$ cat src/core/pm_msi_pkg.sv
// constants and carriers for the port power management and message interrupt registers
`default_nettype none
package pm_msi_pkg;
   localparam logic [7:0]  OFS_POWER_CTRL_STATUS   = 8'hC4;
   localparam logic [7:0]  OFS_IRQ_MSG_CAP_CTRL    = 8'hD0;
   localparam logic [7:0]  OFS_IRQ_MSG_LOWER_ADDR  = 8'hD4;
   localparam logic [7:0]  OFS_IRQ_MSG_UPPER_ADDR  = 8'hD8;
   localparam logic [7:0]  OFS_IRQ_MSG_PAYLOAD     = 8'hDC;
   localparam int          POS_POWER_STATE         = 0;
   localparam int          POS_CONTEXT_KEEP        = 3;
   localparam int          POS_WAKE_ENABLE         = 8;
   localparam int          POS_WAKE_FLAG           = 15;
   localparam int          POS_IRQ_ENABLE          = 16;
   localparam int          POS_WIDE_ADDR           = 23;
   localparam logic [1:0]  STATE_FULL_ON           = 2'h0;
   localparam logic [1:0]  STATE_HOT_OFF           = 2'h3;
   localparam logic        RST_CONTEXT_KEEP        = 1'h1;
   localparam logic [7:0]  CAPABILITY_IDENTIFIER   = 8'h05;
   localparam logic [7:0]  NEXT_CAPABILITY_LINK    = 8'h00;
   localparam logic [2:0]  MULTI_MSG_CAPABLE       = 3'h0;
   localparam logic [2:0]  MULTI_MSG_ENABLE        = 3'h0;
   localparam logic        WIDE_ADDRESS_CAPABLE    = 1'h1;

   typedef struct packed {
      logic        valid;
      logic [63:0] addr;
      logic        wide;
      logic [31:0] data;
   } msg_write_t;
endpackage : pm_msi_pkg
`default_nettype wire

$ cat src/core/port_power_mgmt_msi_regs.sv
// per-port power management and message interrupt configuration registers
`default_nettype none
module port_power_mgmt_msi_regs #(
   parameter bit IS_UPSTREAM = 1'b0
) (
   // clock and resets
   input  wire logic                    clk_i,
   input  wire logic                    rst_i,
   input  wire logic                    hot_rst_i,
   // wishbone slave
   input  wire logic                    cyc_i,
   input  wire logic                    stb_i,
   input  wire logic                    we_i,
   input  wire logic [7:0]              adr_i,
   input  wire logic [3:0]              sel_i,
   input  wire logic [31:0]             dat_i,
   output logic      [31:0]             dat_o,
   output logic                         ack_o,
   // port events
   input  wire logic                    own_wake_event_i,
   input  wire logic                    fwd_wake_event_i,
   input  wire logic                    irq_event_i,
   // outputs
   output logic                         wake_msg_req_o,
   output logic                         fwd_wake_msg_o,
   output logic      [1:0]              power_state_o,
   output logic                         context_keep_o,
   output pm_msi_pkg::msg_write_t       msg_write_o,
   output logic                         route_upstream_o
);

   ////////////////////////////////////////////////////////////////////////
   function automatic logic [31:0] merge(input logic [31:0] old, input logic [31:0] nw,
                                         input logic [3:0] sel);
      logic [31:0] r;
      r = old;
      for (int i = 0; i < 4; i++) begin
         if (sel[i]) begin
            r[i*8 +: 8] = nw[i*8 +: 8];
         end
      end
      return r;
   endfunction : merge

   // only full-on and hot-off are kept by the power state field
   function automatic logic legal_state(input logic [1:0] st);
      return (st == pm_msi_pkg::STATE_FULL_ON) || (st == pm_msi_pkg::STATE_HOT_OFF);
   endfunction : legal_state

   // offsets that answer with register contents
   function automatic logic is_mapped(input logic [7:0] a);
      logic hit;
      hit = (a == pm_msi_pkg::OFS_POWER_CTRL_STATUS);
      hit = hit || (a == pm_msi_pkg::OFS_IRQ_MSG_CAP_CTRL);
      hit = hit || (a == pm_msi_pkg::OFS_IRQ_MSG_LOWER_ADDR);
      hit = hit || (a == pm_msi_pkg::OFS_IRQ_MSG_UPPER_ADDR);
      hit = hit || (a == pm_msi_pkg::OFS_IRQ_MSG_PAYLOAD);
      return hit;
   endfunction : is_mapped

   logic [1:0]  power_state_sel_ff;
   logic        context_keep_flag_ff;
   logic        wake_msg_enable_ff;
   logic        wake_msg_flag_ff;
   logic        irq_enable_ff;
   logic [29:0] lower_addr_ff;
   logic [31:0] upper_message_address_ff;
   logic [15:0] message_payload_ff;
   logic [31:0] dat_ff;
   logic        ack_ff;
   pm_msi_pkg::msg_write_t msg_ff;
   logic        wake_req_ff;
   logic        fwd_ff;
   logic        route_ff;

   logic [1:0]  nxt_power_state_sel;
   logic        nxt_context_keep_flag;
   logic        nxt_wake_msg_enable;
   logic        nxt_wake_msg_flag;
   logic        nxt_irq_enable;
   logic [29:0] nxt_lower_addr;
   logic [31:0] nxt_upper_message_address;
   logic [15:0] nxt_message_payload;
   logic [31:0] nxt_dat;
   logic        nxt_ack;
   pm_msi_pkg::msg_write_t nxt_msg;
   logic        nxt_wake_req;
   logic        nxt_fwd;
   logic        nxt_route;

   logic        wr;
   logic [31:0] pcs_rd;
   logic [31:0] cap_rd;
   logic [31:0] low_rd;
   logic [31:0] wv;
   logic        own_event;

   ////////////////////////////////////////////////////////////////////////
   assign wr        = cyc_i && stb_i && we_i && !ack_ff;
   assign own_event = own_wake_event_i && !IS_UPSTREAM;

   always_comb begin
      pcs_rd = 32'h0000_0000;
      pcs_rd[pm_msi_pkg::POS_POWER_STATE +: 2] = power_state_sel_ff;
      pcs_rd[pm_msi_pkg::POS_CONTEXT_KEEP]     = context_keep_flag_ff;
      pcs_rd[pm_msi_pkg::POS_WAKE_ENABLE]      = wake_msg_enable_ff;
      pcs_rd[pm_msi_pkg::POS_WAKE_FLAG]        = wake_msg_flag_ff;
      cap_rd = {8'h00, pm_msi_pkg::WIDE_ADDRESS_CAPABLE, pm_msi_pkg::MULTI_MSG_ENABLE,
                pm_msi_pkg::MULTI_MSG_CAPABLE, irq_enable_ff,
                pm_msi_pkg::NEXT_CAPABILITY_LINK,
                pm_msi_pkg::CAPABILITY_IDENTIFIER};
      low_rd = {lower_addr_ff, 2'h0};
   end

   ////////////////////////////////////////////////////////////////////////
   // register writes and status
   always_comb begin
      nxt_power_state_sel       = power_state_sel_ff;
      nxt_context_keep_flag     = context_keep_flag_ff;
      nxt_wake_msg_enable       = wake_msg_enable_ff;
      nxt_wake_msg_flag         = wake_msg_flag_ff;
      nxt_irq_enable            = irq_enable_ff;
      nxt_lower_addr            = lower_addr_ff;
      nxt_upper_message_address = upper_message_address_ff;
      nxt_message_payload       = message_payload_ff;
      wv                        = 32'h0000_0000;
      if (wr) begin
         unique case (adr_i)
            pm_msi_pkg::OFS_POWER_CTRL_STATUS: begin
               wv = merge(pcs_rd, dat_i, sel_i);
               if (legal_state(wv[1:0])) begin
                  nxt_power_state_sel = wv[1:0];
               end
               nxt_context_keep_flag = wv[pm_msi_pkg::POS_CONTEXT_KEEP];
               nxt_wake_msg_enable   = wv[pm_msi_pkg::POS_WAKE_ENABLE];
               if (sel_i[1] && dat_i[pm_msi_pkg::POS_WAKE_FLAG]) begin
                  nxt_wake_msg_flag = 1'b0;
               end
            end
            pm_msi_pkg::OFS_IRQ_MSG_CAP_CTRL: begin
               wv = merge(cap_rd, dat_i, sel_i);
               nxt_irq_enable = wv[pm_msi_pkg::POS_IRQ_ENABLE];
            end
            pm_msi_pkg::OFS_IRQ_MSG_LOWER_ADDR: begin
               wv = merge(low_rd, dat_i, sel_i);
               nxt_lower_addr = wv[31:2];
            end
            pm_msi_pkg::OFS_IRQ_MSG_UPPER_ADDR: begin
               nxt_upper_message_address = merge(upper_message_address_ff, dat_i, sel_i);
            end
            pm_msi_pkg::OFS_IRQ_MSG_PAYLOAD: begin
               wv = merge({16'h0000, message_payload_ff}, dat_i, sel_i);
               nxt_message_payload = wv[15:0];
            end
            default: begin
               wv = 32'h0000_0000;
            end
         endcase
      end
      if (own_event) begin
         nxt_wake_msg_flag = 1'b1;
      end
   end

   // sticky bits survive hot reset; the rest go to default
   always_ff @(posedge clk_i) begin
      if (rst_i) begin
         wake_msg_enable_ff <= 1'b0;
         wake_msg_flag_ff   <= 1'b0;
      end else begin
         wake_msg_enable_ff <= nxt_wake_msg_enable;
         wake_msg_flag_ff   <= nxt_wake_msg_flag;
      end
   end

   always_ff @(posedge clk_i) begin
      if (rst_i || hot_rst_i) begin
         power_state_sel_ff       <= pm_msi_pkg::STATE_FULL_ON;
         context_keep_flag_ff     <= pm_msi_pkg::RST_CONTEXT_KEEP;
         irq_enable_ff            <= 1'b0;
         lower_addr_ff            <= 30'h0000_0000;
         upper_message_address_ff <= 32'h0000_0000;
         message_payload_ff       <= 16'h0000;
      end else begin
         power_state_sel_ff       <= nxt_power_state_sel;
         context_keep_flag_ff     <= nxt_context_keep_flag;
         irq_enable_ff            <= nxt_irq_enable;
         lower_addr_ff            <= nxt_lower_addr;
         upper_message_address_ff <= nxt_upper_message_address;
         message_payload_ff       <= nxt_message_payload;
      end
   end

   ////////////////////////////////////////////////////////////////////////
   // bus answer: ack one cycle after request, dropped the cycle after
   always_comb begin
      nxt_ack = cyc_i && stb_i && !ack_ff;
      nxt_dat = 32'h0000_0000;
      if (cyc_i && stb_i && !we_i && !ack_ff) begin
         unique case (adr_i)
            pm_msi_pkg::OFS_POWER_CTRL_STATUS:  nxt_dat = pcs_rd;
            pm_msi_pkg::OFS_IRQ_MSG_CAP_CTRL:   nxt_dat = cap_rd;
            pm_msi_pkg::OFS_IRQ_MSG_LOWER_ADDR: nxt_dat = low_rd;
            pm_msi_pkg::OFS_IRQ_MSG_UPPER_ADDR: nxt_dat = upper_message_address_ff;
            pm_msi_pkg::OFS_IRQ_MSG_PAYLOAD:    nxt_dat = {16'h0000, message_payload_ff};
            default:                            nxt_dat = 32'h0000_0000;
         endcase
      end
   end

   always_ff @(posedge clk_i) begin
      if (rst_i) begin
         ack_ff <= 1'b0;
         dat_ff <= 32'h0000_0000;
      end else begin
         ack_ff <= nxt_ack;
         dat_ff <= nxt_dat;
      end
   end

   ////////////////////////////////////////////////////////////////////////
   // message write and wake requests
   always_comb begin
      nxt_msg       = '0;
      nxt_msg.valid = irq_event_i && irq_enable_ff;
      nxt_msg.wide  = (upper_message_address_ff != 32'h0000_0000);
      nxt_msg.addr  = nxt_msg.wide ? {upper_message_address_ff, lower_addr_ff, 2'h0}
                                   : {32'h0000_0000, lower_addr_ff, 2'h0};
      nxt_msg.data  = {16'h0000, message_payload_ff};
      nxt_wake_req  = own_event && wake_msg_enable_ff;
      nxt_fwd       = fwd_wake_event_i;
      nxt_route     = nxt_msg.valid && !IS_UPSTREAM;
   end

   always_ff @(posedge clk_i) begin
      if (rst_i) begin
         msg_ff      <= '0;
         wake_req_ff <= 1'b0;
         fwd_ff      <= 1'b0;
         route_ff    <= 1'b0;
      end else begin
         msg_ff      <= nxt_msg;
         wake_req_ff <= nxt_wake_req;
         fwd_ff      <= nxt_fwd;
         route_ff    <= nxt_route;
      end
   end

   assign dat_o            = dat_ff;
   assign ack_o            = ack_ff;
   assign msg_write_o      = msg_ff;
   assign wake_msg_req_o   = wake_req_ff;
   assign fwd_wake_msg_o   = fwd_ff;
   assign power_state_o    = power_state_sel_ff;
   assign context_keep_o   = context_keep_flag_ff;
   assign route_upstream_o = route_ff;
endmodule : port_power_mgmt_msi_regs
`default_nettype wire

$ cat config.mk
export PLATFORM = sky130hd
export DESIGN_NAME = port_power_mgmt_msi_regs
export DESIGN_NICKNAME = d
export VERILOG_FILES = /design/src/core/pm_msi_pkg.sv /design/src/core/port_power_mgmt_msi_regs.sv
export SDC_FILE = /design/constraint.sdc
export NUM_CORES = 1
export LEC_CHECK = 0
export ABC_AREA = 1
export BUFFER_PORTS_ARGS = -buffer_cell sky130_fd_sc_hd__clkbuf_2
export CAP_MARGIN = 20
export CORE_ASPECT_RATIO = 0.8
export CORE_MARGIN = 2
export CORE_UTILIZATION = 52
export CTS_CLUSTER_SIZE = 10
export DETAILED_ROUTE_END_ITERATION = 8
export HOLD_SLACK_MARGIN = 0.12
export PLACE_DENSITY = 0.79
export SETUP_SLACK_MARGIN = 0.2
export SYNTH_ARGS = -nofsm -noshare
export SYNTH_HDL_FRONTEND = slang
export SYNTH_SLANG_ARGS = --single-unit
$ cat constraint.sdc
create_clock -name clk_i -period 1.75 [get_ports clk_i]
set_clock_uncertainty 0.15 [all_clocks]
set_input_delay 0.0875 -clock clk_i [delete_from_list [all_inputs] [get_ports clk_i]]
set_output_delay 0.0875 -clock clk_i [all_outputs]
set_load 0.02 [all_outputs]
==> flow_metrics.tcl, run 1 <==
set metrics [dict create \
    status "complete, no violations" \
    num_antenna_cells 0 \
    cp.required_ps 1980 \
    crit_fanout 22 \
    ant_nets 0 \
    finalInstanceArea_mm2 0.009763 \
    syn_area_mm2 0.007345 \
    dp_slack_ps 111.9 \
    cts_tree "yes" \
    finalMaxSlewViolations 0 \
    drt_iter0_markers 499 \
    cts.sinks 199 \
    hold_slack_ps 112.3 \
    path_cells "dlygate4sd3_1 -> buf_4 -> buf_12 -> nor3_2 -> dlygate4sd3_1" \
    final_layout_size_suffix_gt1_share_pct 26.13 \
    fin_setup_tns_ps 0 \
    num_vias 6793 \
    antenna_found_initial 0 \
    hold_violations 0 \
    peakVddDrop_mv 0.7250 \
    worstSetupPathType "input pin to flip-flop" \
    path_clk_slew_ps 70 \
    place_area_mm2 0.008398 \
    max_freq_ghz 0.6455 \
    dp_hpwl_um 13440 \
    grt_pass1_wl_um 30480 \
    setup-violations-final 0 \
    viasPerCell 4.958 \
    grt_max_degree 82 \
    htree_levels 4 \
    postLayoutCoreUtil_pct 71.30 \
    yosysSeqAreaShare_pct 54.24 \
    power.leakage_nw 4.373 \
    cap_violations 0 \
    hp-class "input pin to flip-flop" \
    grt_usage_pct 26.29 \
    syn_inst 939 \
    clock_latency_ps 440 \
    clock_path_buffers 2 \
    io_pins 190 \
    ys_ff_latch 199 \
    cts_root_buf "clkbuf_16" \
    dieHeight_um 110.3 \
    overflow 0 \
    numCtsBuffers 17 \
    fin_crit_sh_pct 88.53 \
    crit_top_cell "dlygate4sd3_1" \
    cp-start-kind "input pin" \
    port_buffers 171 \
    area_delta_synth_final_pct 32.93 \
    die_area_mm2 0.01510 \
    postSynthAreaPerCell_um2 7.822 \
    fin_ws_ps 200.8 \
    rsz0062_at_grt "yes" \
    drt_wl_total_um 20780 \
    arrival_ps 1780 \
    regToRegSetupSlack_ps 230 \
    first_global_vias 6112 \
    crit_path_top_delay_cell "dlygate4sd3_1" \
    fin_crit_ps 1549 \
    synth.distinct_cells 23 \
    nets 1230 \
    first_pass_iters 6 \
    rows 38 \
    die_w_um 136.9 \
    endpoint_kind "flip-flop" \
    cp_slowest_stage_delay_ps 580 \
    p_per_area_mw_per_mm2 925.4 \
    wl_per_cell_um 15.17 \
    core-area_mm2 0.01369 \
    yosysWarnings 0 \
    place.gp.congestion 0.8892 \
    drcViolationCount 0 \
    initial_core_util_pct 53.64 \
]
## flip-flops by register name, indices dropped and copies added (netlist names)
name                      flops
ack_o                         1
context_keep_o                1
dat_o                        32
fwd_wake_msg_o                1
irq_enable_ff                 1
lower_addr_ff                30
message_payload_ff           16
msg_write_o                  79
power_state_o                 2
route_upstream_o              1
upper_message_address_ff     32
wake_msg_enable_ff            1
wake_msg_flag_ff              1
wake_msg_req_o                1
## critical path: cells and delay by family
kind / cells / cell delay [ps]
and+or+nand+nor: 1 / 180
buffers and inverters: 4 / 1500
## where the power goes
part	switching, W	internal (W)
combinational	0.000260	0.000177
sequential	0.00000300	0.00453
clock	0.00187	0.00220
total	0.00213	0.00691
## per-stage QoR
step	std cells	total power, W
floorplan	956	0.004831
global placement	1278	0.004941
detailed placement	1278	0.004943
CTS	1359	0.009005
global route	1370	0.009246
finish	1370	0.009035
## area by class of cell
cell class                 count  area (µm²)
clock buffer                  19       442.9
clock inverter                13       163.9
fill                        1074        3930
inverter                     126       475.5
multi-input combinational    581        2718
sequential                   199        3993
tap                          180       225.2
timing repair buffer         252        1745
## cells by family after synthesis
family | synth area share [%]
and+or+nand+nor | 27.16
DFF | 54.24
other | 0.05106
AOI/OAI and AO/OA | 7.939
buffers and inverters | 10.61
## synth_stat cells
| cell | count | share of area, % |
|---|---|---|
| dfxtp_1 | 199 | 54 |
| nand2_4 | 1 | 0.15 |
| nor2_1 | 277 | 14 |
| nor2_8 | 5 | 1.4 |
| inv_2 | 15 | 0.77 |
| buf_6 | 5 | 0.77 |
| o21ai_0 | 79 | 5.4 |
| nand3_1 | 45 | 3.1 |
| nor3_1 | 35 | 2.4 |
| o21a_1 | 1 | 0.10 |
| inv_1 | 111 | 5.7 |
| clkbuf_1 | 20 | 1.0 |
| nor2_4 | 6 | 0.92 |
| nand2_2 | 10 | 0.85 |
| conb_1 | 1 | 0.051 |
| a21oi_1 | 2 | 0.14 |
| buf_2 | 5 | 0.34 |
| o21ai_1 | 34 | 2.3 |
| nand2_1 | 45 | 2.3 |
| nand4_1 | 2 | 0.17 |
| nor2_2 | 20 | 1.7 |
| nor4_1 | 1 | 0.085 |
| buf_4 | 20 | 2.0 |
## routing by layer
metal	vias to the layer above	GRT usage, %	share of wire, %
met3	30	5.396	7.9
met2	293	43.46	47
li1	3348	-	-
met5	-	0	0
met4	0	8.100	1.5
met1	3122	34.92	43
## worst paths after layout
path | start | end | cells after the start
worst max-delay path | rst_i | wake_msg_req_o | 5
worst min-delay path | sel_i[3] | upper_message_address_ff[29] | 6
worst max register to register | upper_message_address_ff[22] | msg_write_o[90] | 8
worst min register to register | lower_addr_ff[24] | msg_write_o[59] | 2
## what timing repair did
item,in CTS,in global routing
cloned,0,6
hold buffers,48,1
buffers inserted,1,4
endpoints found under the setup margin,59,114
pin swaps,1,10
endpoints found under the hold margin,131,4
resized for setup,1,33
## cell usage in the layout (no fill, tap or decap), types with 7 or more instances in the layout
cell type      instances
nor2_1               273
dfxtp_1              192
clkbuf_2             170
inv_1                108
o21ai_0               77
dlygate4sd3_1         49
nand3_1               45
nand2_1               42
o21ai_1               36
nor3_1                33
nor2_2                22
clkbuf_16             22
buf_4                 20
conb_1                18
inv_2                 17
nand2_2                9
nor2_4                 8
dfxtp_2                7
(Power assumes the default switching activity.)
==> run 2: changes to the inputs <==
Settings changed: CELL_PAD_IN_SITES_DETAIL_PLACEMENT from default to 0, CELL_PAD_IN_SITES_GLOBAL_PLACEMENT from default to 2, CORE_UTILIZATION 52 to 29, GPL_TIMING_DRIVEN from default to 0, PLACE_DENSITY 0.79 to default, PLACE_DENSITY_LB_ADDON from default to 0.1.
==> run 2 against run 1 <==
Effect of this change:
- critical path depth is 1 lower
- die area is 76% higher
- final area is 3.3% higher
- critical path type unchanged
==> flow_metrics.tcl, run 2 (synthesized netlist as in run 1, its figures left out) <==
set metrics [dict create \
    path_clk_slew_ps 80 \
    cp-start-kind "input pin" \
    finalMaxSlewViolations 0 \
    clock_latency_ps 440 \
    cp_slowest_stage_delay_ps 600 \
    place.gp.congestion 0.7344 \
    first_pass_iters 4 \
    cts_root_buf "clkbuf_16" \
    power.leakage_nw 4.423 \
    r2r_end "msg_write_o[78]" \
    crit_top_cell "clkbuf_1" \
    final_cell_mix "nor2_1, dfxtp_1, clkbuf_2" \
    hp-class "input pin to flip-flop" \
    die_w_um 181.9 \
    nets 1259 \
    comb_power_share_pct 5.3 \
    final_common_cell "nor2_1" \
    hold-path-cell-count 6 \
    seqPwrFrac_pct 50.3 \
    first_global_vias 6421 \
    die_area_mm2 0.02662 \
    fin_crit_sh_pct 87.91 \
    hold_violations 0 \
    area_delta_synth_final_pct 37.29 \
    relSlewSlack_pct 49.02 \
    crit_path_top_delay_cell "clkbuf_1" \
    drt_iter0_markers 314 \
    cap_violations 0 \
    cts.sinks 199 \
    htree_levels 4 \
    fin_crit_ps 1538 \
    antenna_found_initial 0 \
    drt_wl_total_um 25120 \
    status "complete, no violations" \
    seq_area_mm2 0.003993 \
    setup-violations-final 0 \
    regToRegStartpoint "upper_message_address_ff[29]" \
    holdPathEnd "wake_msg_flag_ff" \
    largest_reg_flops 79 \
    rsz0062_at_grt "yes" \
    drcViolationCount 0 \
    grt_pass1_wl_um 37650 \
    regToRegSetupSlack_ps 210 \
    viasPerCell 4.309 \
    netSwitchingPower_w 0.002244 \
    hp-start "adr_i[7]" \
    tightest_slew_ps 764.8 \
    fin_setup_tns_ps 0 \
    postLayoutCoreUtil_pct 40.15 \
    grt_max_degree 20 \
    final_layout_size_suffix_gt1_share_pct 27.65 \
    pwr-share-clk_pct 44.4 \
    wl_per_cell_um 16.28 \
    multi_input_area_mm2 0.002780 \
    nFillCells 2669 \
    clock_path_buffers 2 \
    path_cells "clkbuf_1 -> clkbuf_1 -> clkbuf_1 -> nor2_1" \
    grt_usage_pct 19.06 \
    cp.required_ps 1890 \
    swShare_pct 24.94 \
    num_vias 6649 \
    ant_nets 0 \
    initial_core_util_pct 29.24 \
    dp_hpwl_um 18270 \
    overflow 0 \
    crit_fanout 10 \
    io_pins 190 \
    worstSetupPathType "input pin to flip-flop" \
    worstRegToRegCells 8 \
    numCtsBuffers 17 \
    peakVddDrop_mv 0.6621 \
    endpoint_kind "flip-flop" \
    cts_tree "yes" \
    max_freq_ghz 0.6500 \
    p_int_w 0.006753 \
    p_per_area_mw_per_mm2 892.2 \
    num_antenna_cells 0 \
    port_buffers 170 \
    arrival_ps 1680 \
    dieHeight_um 146.3 \
    rows 52 \
    core-area_mm2 0.02511 \
]
## run 2: cell count changes in the layout (fill, tap and decap cells not counted), sizes merged
| cell | change |
|---|---|
| dlygate4sd3 | +1 |
| clkinv | +1 |
| buf | +12 |
| clkinvlp | +1 |
| clkbuf | +15 |
| bufinv | -1 |
## run 2: power groups by stage
| stage | clock [W] | sequential (W) | combinational (W) |
|---|---|---|---|
| global route | 0.00426 | 0.00453 | 0.000513 |
| finish | 0.00399 | 0.00453 | 0.000474 |
| floorplan | 0 | 0.00464 | 0.000191 |
| CTS | 0.00408 | 0.00453 | 0.000464 |
| detailed placement | 0 | 0.00464 | 0.000370 |
| global placement | 0 | 0.00464 | 0.000372 |
## run 2: how the worst max path moves through the flow
stage          slack, ps                         start  cells after the start                     endpoint
3_5_place_dp        -310                         rst_i                      4              msg_write_o[47]
5_1_grt              120   upper_message_address_ff[0]                      8              msg_write_o[65]
6_report             210                         rst_i                      4               msg_write_o[7]
4_1_cts              140  upper_message_address_ff[30]                      7              msg_write_o[74]
2_1_floorplan        290                         ack_o                      7  upper_message_address_ff[0]
3_3_place_gp        -300                         rst_i                      4              msg_write_o[39]
## run 2: timing repair
item	4_1_cts	5_1_grt
setup buffers	4	4
cloned	1	2
hold buffers	50	0
resized for setup	23	42
endpoints found under the hold margin	119	0
endpoints found under the setup margin	152	85
pin swaps	3	12
## run 2: metal layers
layer	routed length, µm	track usage, %
met1	12960	27.17
met3	976	3.667
met2	11000	30.08
met4	193	3.911
met5	0	0
## run 2: critical path, delay by kind of cell
| kind | cells | cell delay (ps) |
|---|---|---|
| buf+inv | 3 | 1440 |
| simple gates | 1 | 150 |
## run 2: cell type report
class                           count  share of cell area (%)
Timing Repair Buffer              231                   14.84
Clock buffer                       18                   4.256
Inverter                          126                   4.777
Buffer                             50                   3.363
Multi-Input combinational cell    581                   27.57
Clock inverter                     14                   1.576
Tap cell                          324                   4.020
Sequential cell                   199                   39.60
## run 2: per-stage QoR
| step | worst slack (ps) | total power, W | hold WS, ps | cells | cell area (µm²) |
|---|---|---|---|---|---|
| 2_1_floorplan | 285.2 | 0.004831 | 44.47 | 956 | 7408 |
| 3_3_place_gp | -299.8 | 0.005009 | 141.5 | 1450 | 8665 |
| 3_5_place_dp | -314.4 | 0.005007 | 135.4 | 1450 | 8665 |
| 4_1_cts | 141.7 | 0.009072 | 123.8 | 1537 | 9867 |
| 5_1_grt | 121.1 | 0.009302 | 165.4 | 1543 | 10080 |
| 6_report | 211.6 | 0.008996 | 129.0 | 1543 | 10080 |
